File: src/hlf_pkg.sv
package hlf_pkg;
  // Leader is six 16-bit words; bit 1 is the MSB of the first word.
  localparam int LEADER_WORDS = 6;
  localparam logic [2:0] LAST_WORD_IDX = 3'h5;
  // Style flag carried in bits 5-8 of a host-to-node leader.
  localparam logic [3:0] STYLE_FLAG_H2N = 4'hd;
  // Field positions inside word 0 (bits 1-16).
  localparam int W0_ZERO_HI = 15;
  localparam int W0_ZERO_LO = 12;
  localparam int W0_FLAG_HI = 11;
  localparam int W0_FLAG_LO = 8;
  localparam int W0_PRIO = 7;
  localparam int W0_HRES_HI = 6;
  // Field positions inside word 1 (bits 17-32).
  localparam int W1_ZERO_HI = 15;
  localparam int W1_ZERO_LO = 12;
  localparam int W1_TRACE = 11;
  localparam int W1_DFLAG = 10;
  localparam int W1_RES_HI = 9;
  localparam int W1_RES_LO = 8;
  localparam int W1_TYPE_HI = 7;
  // Field positions inside word 4 (bits 65-80).
  localparam int W4_ID_HI = 15;
  localparam int W4_ID_LO = 4;
  localparam int W4_LINK_LO = 8;
  localparam int W4_SUB_HI = 3;
  // Message types and regular-message subtypes.
  localparam logic [7:0] TYPE_REGULAR = 8'h00;
  localparam logic [7:0] TYPE_ERR_NO_ID = 8'h01;
  localparam logic [7:0] TYPE_GOING_DOWN = 8'h02;
  localparam logic [7:0] TYPE_NAME_DECL = 8'h03;
  localparam logic [7:0] TYPE_NO_OP = 8'h04;
  localparam logic [7:0] TYPE_ERR_WITH_ID = 8'h08;
  localparam logic [7:0] TYPE_NAME_SERVER = 8'h0b;
  localparam logic [7:0] TYPE_PORT_LIST = 8'h0c;
  localparam logic [3:0] SUB_STANDARD = 4'h0;
  localparam logic [3:0] SUB_UNCONTROLLED = 4'h3;
  // Name declaration entry values.
  localparam logic [15:0] DECL_ON = 16'h0001;
  localparam logic [15:0] DECL_OFF = 16'h0000;
  // Number of no-operation leaders in one burst.
  localparam logic [1:0] NOP_BURST = 2'h3;
endpackage : hlf_pkg

File: src/hlf_link_if.sv
interface hlf_link_if;
  // Word carried from host to node.
  logic [15:0] word;
  // Host offers a word.
  logic valid;
  // Node takes the word in this cycle.
  logic ready;
  // Word is the final word of a message.
  logic last;
  modport host (output word, output valid, output last, input ready);
  modport node (input word, input valid, input last, output ready);
endinterface : hlf_link_if

File: src/hlf_node_end.sv
// Behaviour
// - Host zeroes leader bits one to four.
// - Bits five to eight hold flag thirteen.
// - Handling bit nine set means priority.
// - Handling bits ten-sixteen, seventeen-twenty stay zero.
// - Bit twenty-one set marks message for tracing.
// - Bit twenty-two free; twenty-three, twenty-four zero.
// - Type in bits 25-32; subtype in 77-80.
// - Standard subtype gets full message control.
// - Uncontrolled subtype gets no message control.
// - Declaration payload: count, then name/value pairs.
// - Declaration reply gives each name's effectiveness.
// - Zero-entry declaration clears all effective names.
// - No-operation leader style sets later style.
// - Host sends no-operations in bursts of three.
// - Name server request translates destination name. Node only pulses nameServerReq.
// - Port list request returns this port's names.
// - Types one, two, eight keep base meanings.
// - Host fills source field; node never inserts.
// - Source name checked; failure blocks, reports error. Node checks regular-type messages only.
// - Source port address must match arrival port.
// - Non-effective destination name returns error.
// - Bits 65-76 message ID; 65-72 link field.
// - Host zeroes leader bits eighty-one to ninety-six.
module hlf_node_end #(
  parameter int NAME_SLOTS = 8
) (
  input wire logic mclk,
  input wire logic rst_n,
  hlf_link_if.node link,
  input wire logic [15:0] portAddr,
  input wire logic cfgWrite,
  input wire logic [$clog2(NAME_SLOTS)-1:0] cfgSlot,
  input wire logic [15:0] cfgName,
  input wire logic cfgAuth,
  output logic msgValid,
  output logic [7:0] msgType,
  output logic [3:0] msgSub,
  output logic [11:0] msgId,
  output logic [7:0] linkField,
  output logic [15:0] srcName,
  output logic [15:0] dstName,
  output logic prioBit,
  output logic trace,
  output logic destFlag,
  output logic controlled,
  output logic styleError,
  output logic leaderError,
  output logic srcError,
  output logic dstError,
  output logic nameServerReq,
  output logic logicalStyle,
  output logic replyStart,
  output logic [7:0] replyType,
  output logic [15:0] replyCount,
  output logic replyValid,
  output logic [15:0] replyName,
  output logic replyEff
);
  localparam int SW = $clog2(NAME_SLOTS);

  // Receiver states.
  typedef enum logic [6:0] {
    N_LEAD = 7'b0000001,
    N_EVAL = 7'b0000010,
    N_COUNT = 7'b0000100,
    N_NAME = 7'b0001000,
    N_VALUE = 7'b0010000,
    N_LIST = 7'b0100000,
    N_DRAIN = 7'b1000000
  } hlf_node_state_t;

  hlf_node_state_t state;
  // Leader words as received.
  logic [5:0][15:0] lw;
  // Index of the next leader word.
  logic [2:0] idx;
  // The leader's word was the message's final word.
  logic endSeen;
  // Entries of a declaration still to take.
  logic [15:0] entriesLeft;
  // Name of the declaration entry in progress.
  logic [15:0] entName;
  // Slot walked while listing this port's names.
  logic [SW-1:0] listSlot;
  // Name table of this port.
  logic [NAME_SLOTS-1:0][15:0] names;
  logic [NAME_SLOTS-1:0] authorized;
  logic [NAME_SLOTS-1:0] effective;
  logic take;

  // Slots whose authorized name equals n.
  function automatic logic [NAME_SLOTS-1:0] hits(input logic [15:0] n);
    logic [NAME_SLOTS-1:0] h;
    h = '0;
    for (int i = 0; i < NAME_SLOTS; i++) begin
      h[i] = authorized[i] && (names[i] == n);
    end
    return h;
  endfunction

  // Number of authorized names on this port.
  function automatic logic [15:0] authCount();
    logic [15:0] c;
    c = 16'h0000;
    for (int i = 0; i < NAME_SLOTS; i++) begin
      c = c + {15'h0000, authorized[i]};
    end
    return c;
  endfunction

  // Node accepts words except while deciding or listing.
  assign link.ready = (state != N_EVAL) && (state != N_LIST);
  assign take = link.valid && link.ready;

  // Decoded leader fields, word layout bit one first.
  logic [3:0] fFlag;
  logic [7:0] fType;
  logic [3:0] fSub;
  logic fBadZero;
  logic srcOk;
  logic dstBad;
  logic [NAME_SLOTS-1:0] dstHit;
  // Authorized slots that hold the name of the declaration entry in progress.
  logic [NAME_SLOTS-1:0] entHit;
  always_comb begin
    fFlag = lw[0][hlf_pkg::W0_FLAG_HI:hlf_pkg::W0_FLAG_LO];
    fType = lw[1][hlf_pkg::W1_TYPE_HI:0];
    fSub = lw[4][hlf_pkg::W4_SUB_HI:0];
    fBadZero = (lw[0][hlf_pkg::W0_ZERO_HI:hlf_pkg::W0_ZERO_LO] != 4'h0)
      || (lw[0][hlf_pkg::W0_HRES_HI:0] != 7'h00)
      || (lw[1][hlf_pkg::W1_ZERO_HI:hlf_pkg::W1_ZERO_LO] != 4'h0)
      || (lw[1][hlf_pkg::W1_RES_HI:hlf_pkg::W1_RES_LO] != 2'h0)
      || (lw[5] != 16'h0000);
    // This port's address or an effective authorized name on this port passes.
    srcOk = (lw[2] == portAddr) || ((hits(lw[2]) & effective) != '0);
    dstHit = hits(lw[3]);
    entHit = hits(entName);
    dstBad = (dstHit != '0) && ((dstHit & effective) == '0);
  end

  // Receive sequencing.
  always_ff @(posedge mclk) begin
    if (!rst_n) begin
      state <= N_LEAD;
      idx <= 3'h0;
      lw <= '0;
      endSeen <= 1'b0;
      entriesLeft <= 16'h0000;
      entName <= 16'h0000;
      listSlot <= '0;
    end else begin
      case (state)
        N_LEAD: begin
          if (take) begin
            lw[idx] <= link.word;
            if (idx == hlf_pkg::LAST_WORD_IDX) begin
              idx <= 3'h0;
              endSeen <= link.last;
              state <= N_EVAL;
            end else begin
              idx <= idx + 3'h1;
            end
          end
        end
        N_EVAL: begin
          listSlot <= '0;
          if (fFlag == hlf_pkg::STYLE_FLAG_H2N
              && fType == hlf_pkg::TYPE_PORT_LIST) begin
            state <= N_LIST;
          end else if (fFlag == hlf_pkg::STYLE_FLAG_H2N
                       && fType == hlf_pkg::TYPE_NAME_DECL && !endSeen) begin
            state <= N_COUNT;
          end else begin
            state <= endSeen ? N_LEAD : N_DRAIN;
          end
        end
        N_COUNT: begin
          if (take) begin
            entriesLeft <= link.word;
            if (link.last) begin
              state <= N_LEAD;
            end else begin
              state <= (link.word == 16'h0000) ? N_DRAIN : N_NAME;
            end
          end
        end
        N_NAME: begin
          if (take) begin
            entName <= link.word;
            state <= link.last ? N_LEAD : N_VALUE;
          end
        end
        N_VALUE: begin
          if (take) begin
            entriesLeft <= entriesLeft - 16'h0001;
            if (link.last) begin
              state <= N_LEAD;
            end else begin
              state <= (entriesLeft == 16'h0001) ? N_DRAIN : N_NAME;
            end
          end
        end
        N_LIST: begin
          listSlot <= listSlot + {{(SW-1){1'b0}}, 1'b1};
          if (listSlot == SW'(NAME_SLOTS - 1)) begin
            state <= endSeen ? N_LEAD : N_DRAIN;
          end
        end
        N_DRAIN: begin
          if (take && link.last) begin
            state <= N_LEAD;
          end
        end
        default: begin
          state <= N_LEAD;
        end
      endcase
    end
  end

  // Name table: configuration, declarations and the clear-all case.
  always_ff @(posedge mclk) begin
    if (!rst_n) begin
      names <= '0;
      authorized <= '0;
      effective <= '0;
    end else begin
      if (state == N_COUNT && take && link.word == 16'h0000) begin
        effective <= '0;
      end else if (state == N_VALUE && take) begin
        for (int i = 0; i < NAME_SLOTS; i++) begin
          if (entHit[i] && link.word == hlf_pkg::DECL_ON) begin
            effective[i] <= 1'b1;
          end else if (entHit[i] && link.word == hlf_pkg::DECL_OFF) begin
            effective[i] <= 1'b0;
          end
        end
      end
      if (cfgWrite) begin
        // A reloaded slot starts non-effective.
        names[cfgSlot] <= cfgName;
        authorized[cfgSlot] <= cfgAuth;
        effective[cfgSlot] <= 1'b0;
      end
    end
  end

  // Leader verdicts, one-cycle pulses from the evaluation cycle.
  always_ff @(posedge mclk) begin
    if (!rst_n) begin
      msgValid <= 1'b0;
      msgType <= 8'h00;
      msgSub <= 4'h0;
      msgId <= 12'h000;
      linkField <= 8'h00;
      srcName <= 16'h0000;
      dstName <= 16'h0000;
      prioBit <= 1'b0;
      trace <= 1'b0;
      destFlag <= 1'b0;
      controlled <= 1'b0;
      styleError <= 1'b0;
      leaderError <= 1'b0;
      srcError <= 1'b0;
      dstError <= 1'b0;
      nameServerReq <= 1'b0;
    end else begin
      msgValid <= 1'b0;
      styleError <= 1'b0;
      leaderError <= 1'b0;
      srcError <= 1'b0;
      dstError <= 1'b0;
      nameServerReq <= 1'b0;
      if (state == N_EVAL) begin
        msgType <= fType;
        msgSub <= fSub;
        msgId <= lw[4][hlf_pkg::W4_ID_HI:hlf_pkg::W4_ID_LO];
        linkField <= lw[4][hlf_pkg::W4_ID_HI:hlf_pkg::W4_LINK_LO];
        srcName <= lw[2];
        dstName <= lw[3];
        prioBit <= lw[0][hlf_pkg::W0_PRIO];
        trace <= lw[1][hlf_pkg::W1_TRACE];
        destFlag <= lw[1][hlf_pkg::W1_DFLAG];
        controlled <= (fType == hlf_pkg::TYPE_REGULAR)
          && (fSub == hlf_pkg::SUB_STANDARD);
        styleError <= (fFlag != hlf_pkg::STYLE_FLAG_H2N);
        leaderError <= fBadZero;
        if (fFlag == hlf_pkg::STYLE_FLAG_H2N) begin
          if (fType == hlf_pkg::TYPE_REGULAR) begin
            srcError <= !srcOk;
            dstError <= srcOk && dstBad;
            msgValid <= srcOk && !dstBad;
          end else if (fType == hlf_pkg::TYPE_ERR_NO_ID
                       || fType == hlf_pkg::TYPE_GOING_DOWN
                       || fType == hlf_pkg::TYPE_ERR_WITH_ID) begin
            msgValid <= 1'b1;
          end
          nameServerReq <= (fType == hlf_pkg::TYPE_NAME_SERVER);
        end
      end
    end
  end

  // Leader style chosen by the host's latest no-operation leader.
  always_ff @(posedge mclk) begin
    if (!rst_n) begin
      logicalStyle <= 1'b0;
    end else if (state == N_EVAL && fType == hlf_pkg::TYPE_NO_OP) begin
      logicalStyle <= (fFlag == hlf_pkg::STYLE_FLAG_H2N);
    end
  end

  // Reply stream for declaration and port list replies.
  always_ff @(posedge mclk) begin
    if (!rst_n) begin
      replyStart <= 1'b0;
      replyType <= 8'h00;
      replyCount <= 16'h0000;
      replyValid <= 1'b0;
      replyName <= 16'h0000;
      replyEff <= 1'b0;
    end else begin
      replyStart <= 1'b0;
      replyValid <= 1'b0;
      if (state == N_COUNT && take) begin
        replyStart <= 1'b1;
        replyType <= hlf_pkg::TYPE_NAME_DECL;
        replyCount <= link.word;
      end else if (state == N_EVAL && fFlag == hlf_pkg::STYLE_FLAG_H2N
                   && fType == hlf_pkg::TYPE_PORT_LIST) begin
        replyStart <= 1'b1;
        replyType <= hlf_pkg::TYPE_PORT_LIST;
        replyCount <= authCount();
      end
      if (state == N_VALUE && take) begin
        // Effectiveness after this entry is applied.
        replyValid <= 1'b1;
        replyName <= entName;
        replyEff <= (hits(entName) != '0) && (link.word == hlf_pkg::DECL_ON
          || (link.word != hlf_pkg::DECL_OFF
              && (hits(entName) & effective) != '0));
      end else if (state == N_LIST && authorized[listSlot]) begin
        replyValid <= 1'b1;
        replyName <= names[listSlot];
        replyEff <= effective[listSlot];
      end
    end
  end
endmodule : hlf_node_end

File: src/flat_wrapper.sv
// flat-port wrapper written by rule: the top's interface ports become plain ports
module hlf_node_end_flat 
#(
  parameter int NAME_SLOTS = 8
)
  (mclk, rst_n, portAddr, cfgWrite, cfgSlot, cfgName, cfgAuth, msgValid, msgType, msgSub, msgId, linkField, srcName, dstName, prioBit, trace, destFlag, controlled, styleError, leaderError, srcError, dstError, nameServerReq, logicalStyle, replyStart, replyType, replyCount, replyValid, replyName, replyEff, link_word, link_valid, link_last, link_ready);
  hlf_link_if link_i ();
  input wire logic mclk;
  input wire logic rst_n;
  input wire logic [15:0] portAddr;
  input wire logic cfgWrite;
  input wire logic [$clog2(NAME_SLOTS)-1:0] cfgSlot;
  input wire logic [15:0] cfgName;
  input wire logic cfgAuth;
  output logic msgValid;
  output logic [7:0] msgType;
  output logic [3:0] msgSub;
  output logic [11:0] msgId;
  output logic [7:0] linkField;
  output logic [15:0] srcName;
  output logic [15:0] dstName;
  output logic prioBit;
  output logic trace;
  output logic destFlag;
  output logic controlled;
  output logic styleError;
  output logic leaderError;
  output logic srcError;
  output logic dstError;
  output logic nameServerReq;
  output logic logicalStyle;
  output logic replyStart;
  output logic [7:0] replyType;
  output logic [15:0] replyCount;
  output logic replyValid;
  output logic [15:0] replyName;
  output logic replyEff;
  input wire logic [$bits(link_i.word)-1:0] link_word;
  input wire logic [$bits(link_i.valid)-1:0] link_valid;
  input wire logic [$bits(link_i.last)-1:0] link_last;
  output wire logic [$bits(link_i.ready)-1:0] link_ready;
  assign link_i.word = link_word;
  assign link_i.valid = link_valid;
  assign link_i.last = link_last;
  assign link_ready = link_i.ready;
  hlf_node_end #(.NAME_SLOTS(NAME_SLOTS)) u_core (.mclk(mclk), .rst_n(rst_n), .link(link_i), .portAddr(portAddr), .cfgWrite(cfgWrite), .cfgSlot(cfgSlot), .cfgName(cfgName), .cfgAuth(cfgAuth), .msgValid(msgValid), .msgType(msgType), .msgSub(msgSub), .msgId(msgId), .linkField(linkField), .srcName(srcName), .dstName(dstName), .prioBit(prioBit), .trace(trace), .destFlag(destFlag), .controlled(controlled), .styleError(styleError), .leaderError(leaderError), .srcError(srcError), .dstError(dstError), .nameServerReq(nameServerReq), .logicalStyle(logicalStyle), .replyStart(replyStart), .replyType(replyType), .replyCount(replyCount), .replyValid(replyValid), .replyName(replyName), .replyEff(replyEff));
endmodule
File: config.mk
export PLATFORM = sky130hd
export DESIGN_NAME = hlf_node_end_flat
export DESIGN_NICKNAME = d
export VERILOG_FILES = /design/src/hlf_pkg.sv /design/src/hlf_link_if.sv /design/src/hlf_node_end.sv /design/src/flat_wrapper.sv
export SDC_FILE = /design/constraint.sdc
export NUM_CORES = 1
export LEC_CHECK = 0
export BUFFER_PORTS_ARGS = -buffer_cell sky130_fd_sc_hd__buf_2
export CAP_MARGIN = 25
export CORE_MARGIN = 2
export CORE_UTILIZATION = 52
export CTS_CLUSTER_SIZE = 28
export DETAILED_ROUTE_END_ITERATION = 8
export PLACE_DENSITY = 0.74
export SYNTH_ARGS = -nofsm -noshare
export SYNTH_HDL_FRONTEND = slang
export SYNTH_SLANG_ARGS = --single-unit
File: constraint.sdc
create_clock -name mclk -period 2.8 [get_ports mclk]
set_clock_uncertainty 0.2 [all_clocks]
set_input_delay 0.14 -clock mclk [delete_from_list [all_inputs] [get_ports mclk]]
set_output_delay 0.14 -clock mclk [all_outputs]
set_load 0.02 [all_outputs]
# Yosys cells after proc, flatten, opt, wreduce, memory -nomap -nowiden
# Index checks and enable logic that the tools add are counted.
# Widths: inputs -> output; s select.
# word_totals
out_inout_bits,119
word_cells,290
register_bits,399
input_bits,57
# classes
addsub,10
magnitude_cmp,5
eq_ne,54
reduce_logical,99
bitwise_logic,6
muxes,70
# op_table
operator,n
$eq 16x16->1,25
$mux 16,9
$bwmux 128,1
$mux 7,14
$add 16x1->16,6
$bwmux 96,1
$demux 16 s3,2
$logic_and 1x1->1,61
$pmux 7 s7,1
$bmux 16 s3,1
$and 8x8->8,4
$eq 16x1->1 const B,2
$mux 8,4
$pmux 16 s2,1
$reduce_bool 16->1,2
$reduce_bool 8->1,4
$mux 1,27
$eq 8x4->1 const B,3
$eq 8x2->1 const B,2
$logic_not 16->1,1
$logic_not 8->1,2
$sub 16x1->16 const B,1
$ne 2x1->1 const B,7
$lt 3x4->1 const B,3
other kinds (37),60

# Depth between registers and ports, before layout
# logic_depth
depth_word,10
ltp_mapped,12

# Worst setup path after synthesis
# Ideal clock, no wire load.
# synth_path
kind,reg2reg
start,reg u_core.authorized[1]
end,reg u_core.replyCount[1]
synth_period_minus_slack_ps,2996
required_ps,2530
path_slack_ps,-196
setup_time_ps,70
path_stages_with_launch,12
arrival_ps,2726
path_cell_list,dfxtp_1 ha_1 inv_1 fa_1 fa_1 inv_1 fa_1 inv_1 fa_1 nand2_1 o211ai_1 a21oi_1
# synth_via
elab_chain_cells,9
# synth_lines
element,line,text
start: declaration,hlf_node_end.sv:88,logic [NAME_SLOTS-1:0] authorized;
start signal: indexed assignment,hlf_node_end.sv:243,authorized[cfgSlot] <= cfgAuth;
$add 1x1->2,hlf_node_end.sv:107,"c = c + {15'h0000, authorized[i]};"
$add 16x1->16 (6 in a row),hlf_node_end.sv:107,
$mux 16,hlf_node_end.sv:330,end else if (state == N_EVAL && fFlag == hlf_pkg::STYLE_FLAG_H2N
$mux 16,hlf_node_end.sv:326,if (state == N_COUNT && take) begin
end signal: assignment,hlf_node_end.sv:329,replyCount <= link.word;
end signal: assignment,hlf_node_end.sv:334,replyCount <= authCount();
end: declaration,hlf_node_end.sv:55,"output logic [15:0] replyCount,"
# No other way between the ends. The select of a mux whose other input is x is not followed.
# A chain may end at the register's enable or synchronous reset.

# Worst setup path in the final report
# Same ends and word-level chain as after synthesis.

==> results.sh <==
export IMPL_die_area_um2=43100
export IMPL_clock_path_buffers=3
export IMPL_io_buffers=171
export IMPL_num_antenna_cells=0
export IMPL_instances_no_fill=3429
export IMPL_fmax_mhz=331
export IMPL_crit_path_end_kind="register"
export IMPL_setup_viol=3
export IMPL_netlist_area_leader_share_pct=36.3
export IMPL_syn_area_um2=21500
export IMPL_rr_startpoint="u_core.authorized[1]$_SDFFE_PN0P_"
export IMPL_grt_pass1_vias=20437
export IMPL_drv_slew=0
export IMPL_stdcell_area_um2=26600
export IMPL_hp_class="in2reg"
export IMPL_multi_input_area_um2=12800
export IMPL_post_dp_cell_area_um2=24500
export IMPL_die_h_um=207
export IMPL_violations="negative setup slack"
export IMPL_syn_area_per_cell_um2=8.33
export IMPL_max_vdd_ir_drop_mv=0.642
export IMPL_vias=21317
export IMPL_cts_tree="done"
export IMPL_critPathKind="reg2reg"
export IMPL_r2r_end="u_core.replyCount[1]$_SDFFE_PN0P_"
export IMPL_cts_root_buf="clkbuf_16"
export IMPL_synth_seq_area_share_pct=36.3
export IMPL_drc_errors=0
export IMPL_crit_start="u_core.authorized[1]$_SDFFE_PN0P_"
export IMPL_nFillCells=3396
export IMPL_clock_latency_ns=0.59
export IMPL_synth_warnings=0
export IMPL_wl_per_cell_um=28.7
export IMPL_first_pass_iters=7
export IMPL_ys_flop_type="dfxtp_1"
export IMPL_power_density_nw_per_um2=513
export IMPL_synth_enable_flop_cells=0
export IMPL_cts_clk_slew_worst_paths_ns=0.07
export IMPL_coreArea_um2=40800
export IMPL_netlist_instances=2586
export IMPL_post_route_period_util_pct=108
export IMPL_die_w_um=207
export IMPL_worstRegToRegCells=11
export IMPL_start_util_pct=52.7
export IMPL_setup_ws_ns=-0.226
export IMPL_status="finished, violations left"
export IMPL_max_cap_violations=0
export IMPL_htreeDepth=2
export IMPL_dp_cells=3315
export IMPL_fin_crit_ns=3.03
export IMPL_hold_start="cfgSlot[0]"
export IMPL_drive_above_1_share_pct=20.0
export IMPL_cts_buffers=43
export IMPL_crit_path_max_fanout=2
export IMPL_critPathArrivalTime_ns=3.33
export IMPL_dp_hpwl_um=69900
export IMPL_seqCellArea_um2=7820
export IMPL_cellLeakagePower_nw=10.9
export IMPL_fin_tns_setup_ns=-0.496
export IMPL_worstSetupEndpoint="u_core.replyCount[1]$_SDFFE_PN0P_"
export IMPL_grt_pass1_wl_um=141000
export IMPL_grt_start_max_net_pins=92
export IMPL_rsz0062_at_grt="true"
export IMPL_io_pins=176
export IMPL_yosysTopAreaCell="dfxtp_1"
export IMPL_fp_row_count=74
export IMPL_hold_viol=0
export IMPL_cp_required_ns=3.10
export IMPL_rrSetupSlack_ns=-0.23
export IMPL_startpoint_type="register"
export IMPL_syn2layout_area_growth_pct=23.4
export IMPL_cts_sinks=390
export IMPL_post_drt_via_cell_ratio=6.22
export IMPL_grt_use_total_pct=44.6
export IMPL_whs_ns=0.0429
export IMPL_ys_seq_elements=390
export IMPL_grt_overflow=0
export IMPL_dr_first_iter_drc_count=3008
export IMPL_antenna_left=0
export IMPL_worstMarginPinSlew_ns=1.03
export IMPL_finalNetCount=2933
export IMPL_synthTopCellsByArea="dfxtp_1, nand2_1, xor2_1, xnor2_1, a21boi_0"
export IMPL_antenna_found_initial=0
export IMPL_slew_headroom_pct=31.0
export IMPL_synthArstFlopShare_pct=0
export IMPL_gp_congestion=1.06
export IMPL_synthDistinctLibCells=72
export IMPL_finalWirelength_um=98400
area by class of cell:
class / instances / area share, %
multi-input cells: 1955 / 48.1
flip-flops and latches: 390 / 29.4
repair buffers: 456 / 13.9
clock buffers: 50 / 4.30
well taps: 532 / 2.51
clock inverters: 27 / 1.51
inverters: 19 / 0.268
power breakdown:
group	internal, W	switching, W	total [W]
combinational	0.000604	0.000906	0.00151
clock	0.00377	0.00254	0.00631
sequential	0.00565	0.000152	0.00580
total	0.0100	0.00359	0.0136
synth_stat cells, types with 10 or more instances:
cell type	n
nand2_1	655
dfxtp_1	390
a21boi_0	220
xor2_1	211
xnor2_1	196
a21oi_1	107
clkbuf_1	105
buf_2	75
nor4_1	68
nand4_1	60
mux2i_1	51
nor2_1	46
nor2b_1	43
nor3_1	42
nand3_1	39
mux4_2	36
a21boi_1	27
buf_1	20
o211ai_1	19
inv_1	18
buf_4	15
o21ai_0	13
a22oi_1	10
metal layers:
metal | track usage (%) | vias up | wire (um) | share of wire, %
li1 | - | 9245 | - | -
met1 | 60.5 | 10224 | 39000 | 40
met2 | 65.4 | 1505 | 41300 | 42
met3 | 12.7 | 343 | 13000 | 13
met4 | 21.2 | 0 | 5130 | 5.2
met5 | 0 | - | 0 | 0
logic make-up (layout without fill, tap and decap cells):
logic type,after synthesis,count (layout),synth area share (%)
other,1,4,0.0174
xor gates and xnor gates,407,407,16.6
and+or+nand+nor,1009,1009,21.3
buffers and inverters,244,552,5.06
AOI/OAI and AO/OA,436,436,13.9
adders and majority gates,12,12,0.825
DFF,390,390,36.3
muxes,87,87,6.14
flip-flops by register name, summed over array words and instances, names as in the netlist, 3 cells and up:
signal,count
u_core.fType,8
u_core.fSub,4
u_core.linkField,7
u_core.dstName,16
u_core.listSlot,3
u_core.replyName,16
u_core.fFlag,4
u_core.entriesLeft,16
u_core.authorized,8
u_core.effective,8
u_core.replyCount,16
u_core.srcName,16
u_core.state,7
u_core.names,128
u_core.msgType,8
u_core.msgSub,4
u_core.msgId,5
u_core.idx,3
u_core.lw,80
u_core.entName,16
repair_timing:
item                                   CTS  global route
setup endpoints to repair                5            70
gates resized for setup                 10            16
endpoints found under the hold margin  317             0
hold buffers                            36             0
buffers inserted                         1             0
pin swaps                                1            12
cell usage in the layout, fill, tap and decap left out, drive strengths merged, types with 5 or more instances in the layout:
master and n:
nand2 655, buf 420, dfxtp 390, a21boi 247, xor2 211, xnor2 196, a21oi 107, nor4 70
nand4 60, mux2i 51, clkbuf 50, nor2 49, nor3 45, nor2b 43, nand3 39, mux4 36
dlygate4sd3 36, inv 20, o211ai 19, o21ai 15, clkinv 13, a22oi 10, bufinv 9, and2 7
ha 7, nand2b 6, and3 6, and4b 5, nor3b 5
metrics by stage:
stage / power [W] / util, % / setup WS, ns
after floorplan: 0.00663 / - / -0.142
after global placement: 0.00729 / 60.1 / -0.349
after detailed placement: 0.00730 / 60.1 / -0.226
after CTS: 0.0135 / 64.9 / -0.200
after global routing: 0.0139 / 65.1 / -0.361
final: 0.0136 / 65.1 / -0.226
worst max-delay path: stages (launching register included):
cell	delay, ns
dfxtp_2	0.34
ha_4	0.26
inv_2	0.03
fa_1	0.45
fa_1	0.51
inv_2	0.04
fa_2	0.35
inv_2	0.07
fa_2	0.41
nand2_1	0.07
o211ai_1	0.08
a21oi_1	0.15
how the worst min path moves through the flow:
stage	to	depth (start not counted)
after detailed placement	u_core.lw[29]$_SDFFE_PN0P_	2
after global placement	u_core.lw[6]$_SDFFE_PN0P_	2
after floorplan	u_core.endSeen$_SDFFE_PN0P_	2
after CTS	u_core.authorized[3]$_SDFFE_PN0P_	5
final	u_core.authorized[3]$_SDFFE_PN0P_	5
after global routing	u_core.names[48]$_SDFFE_PN0P_	5
Power figures use the tool's default switching activity.
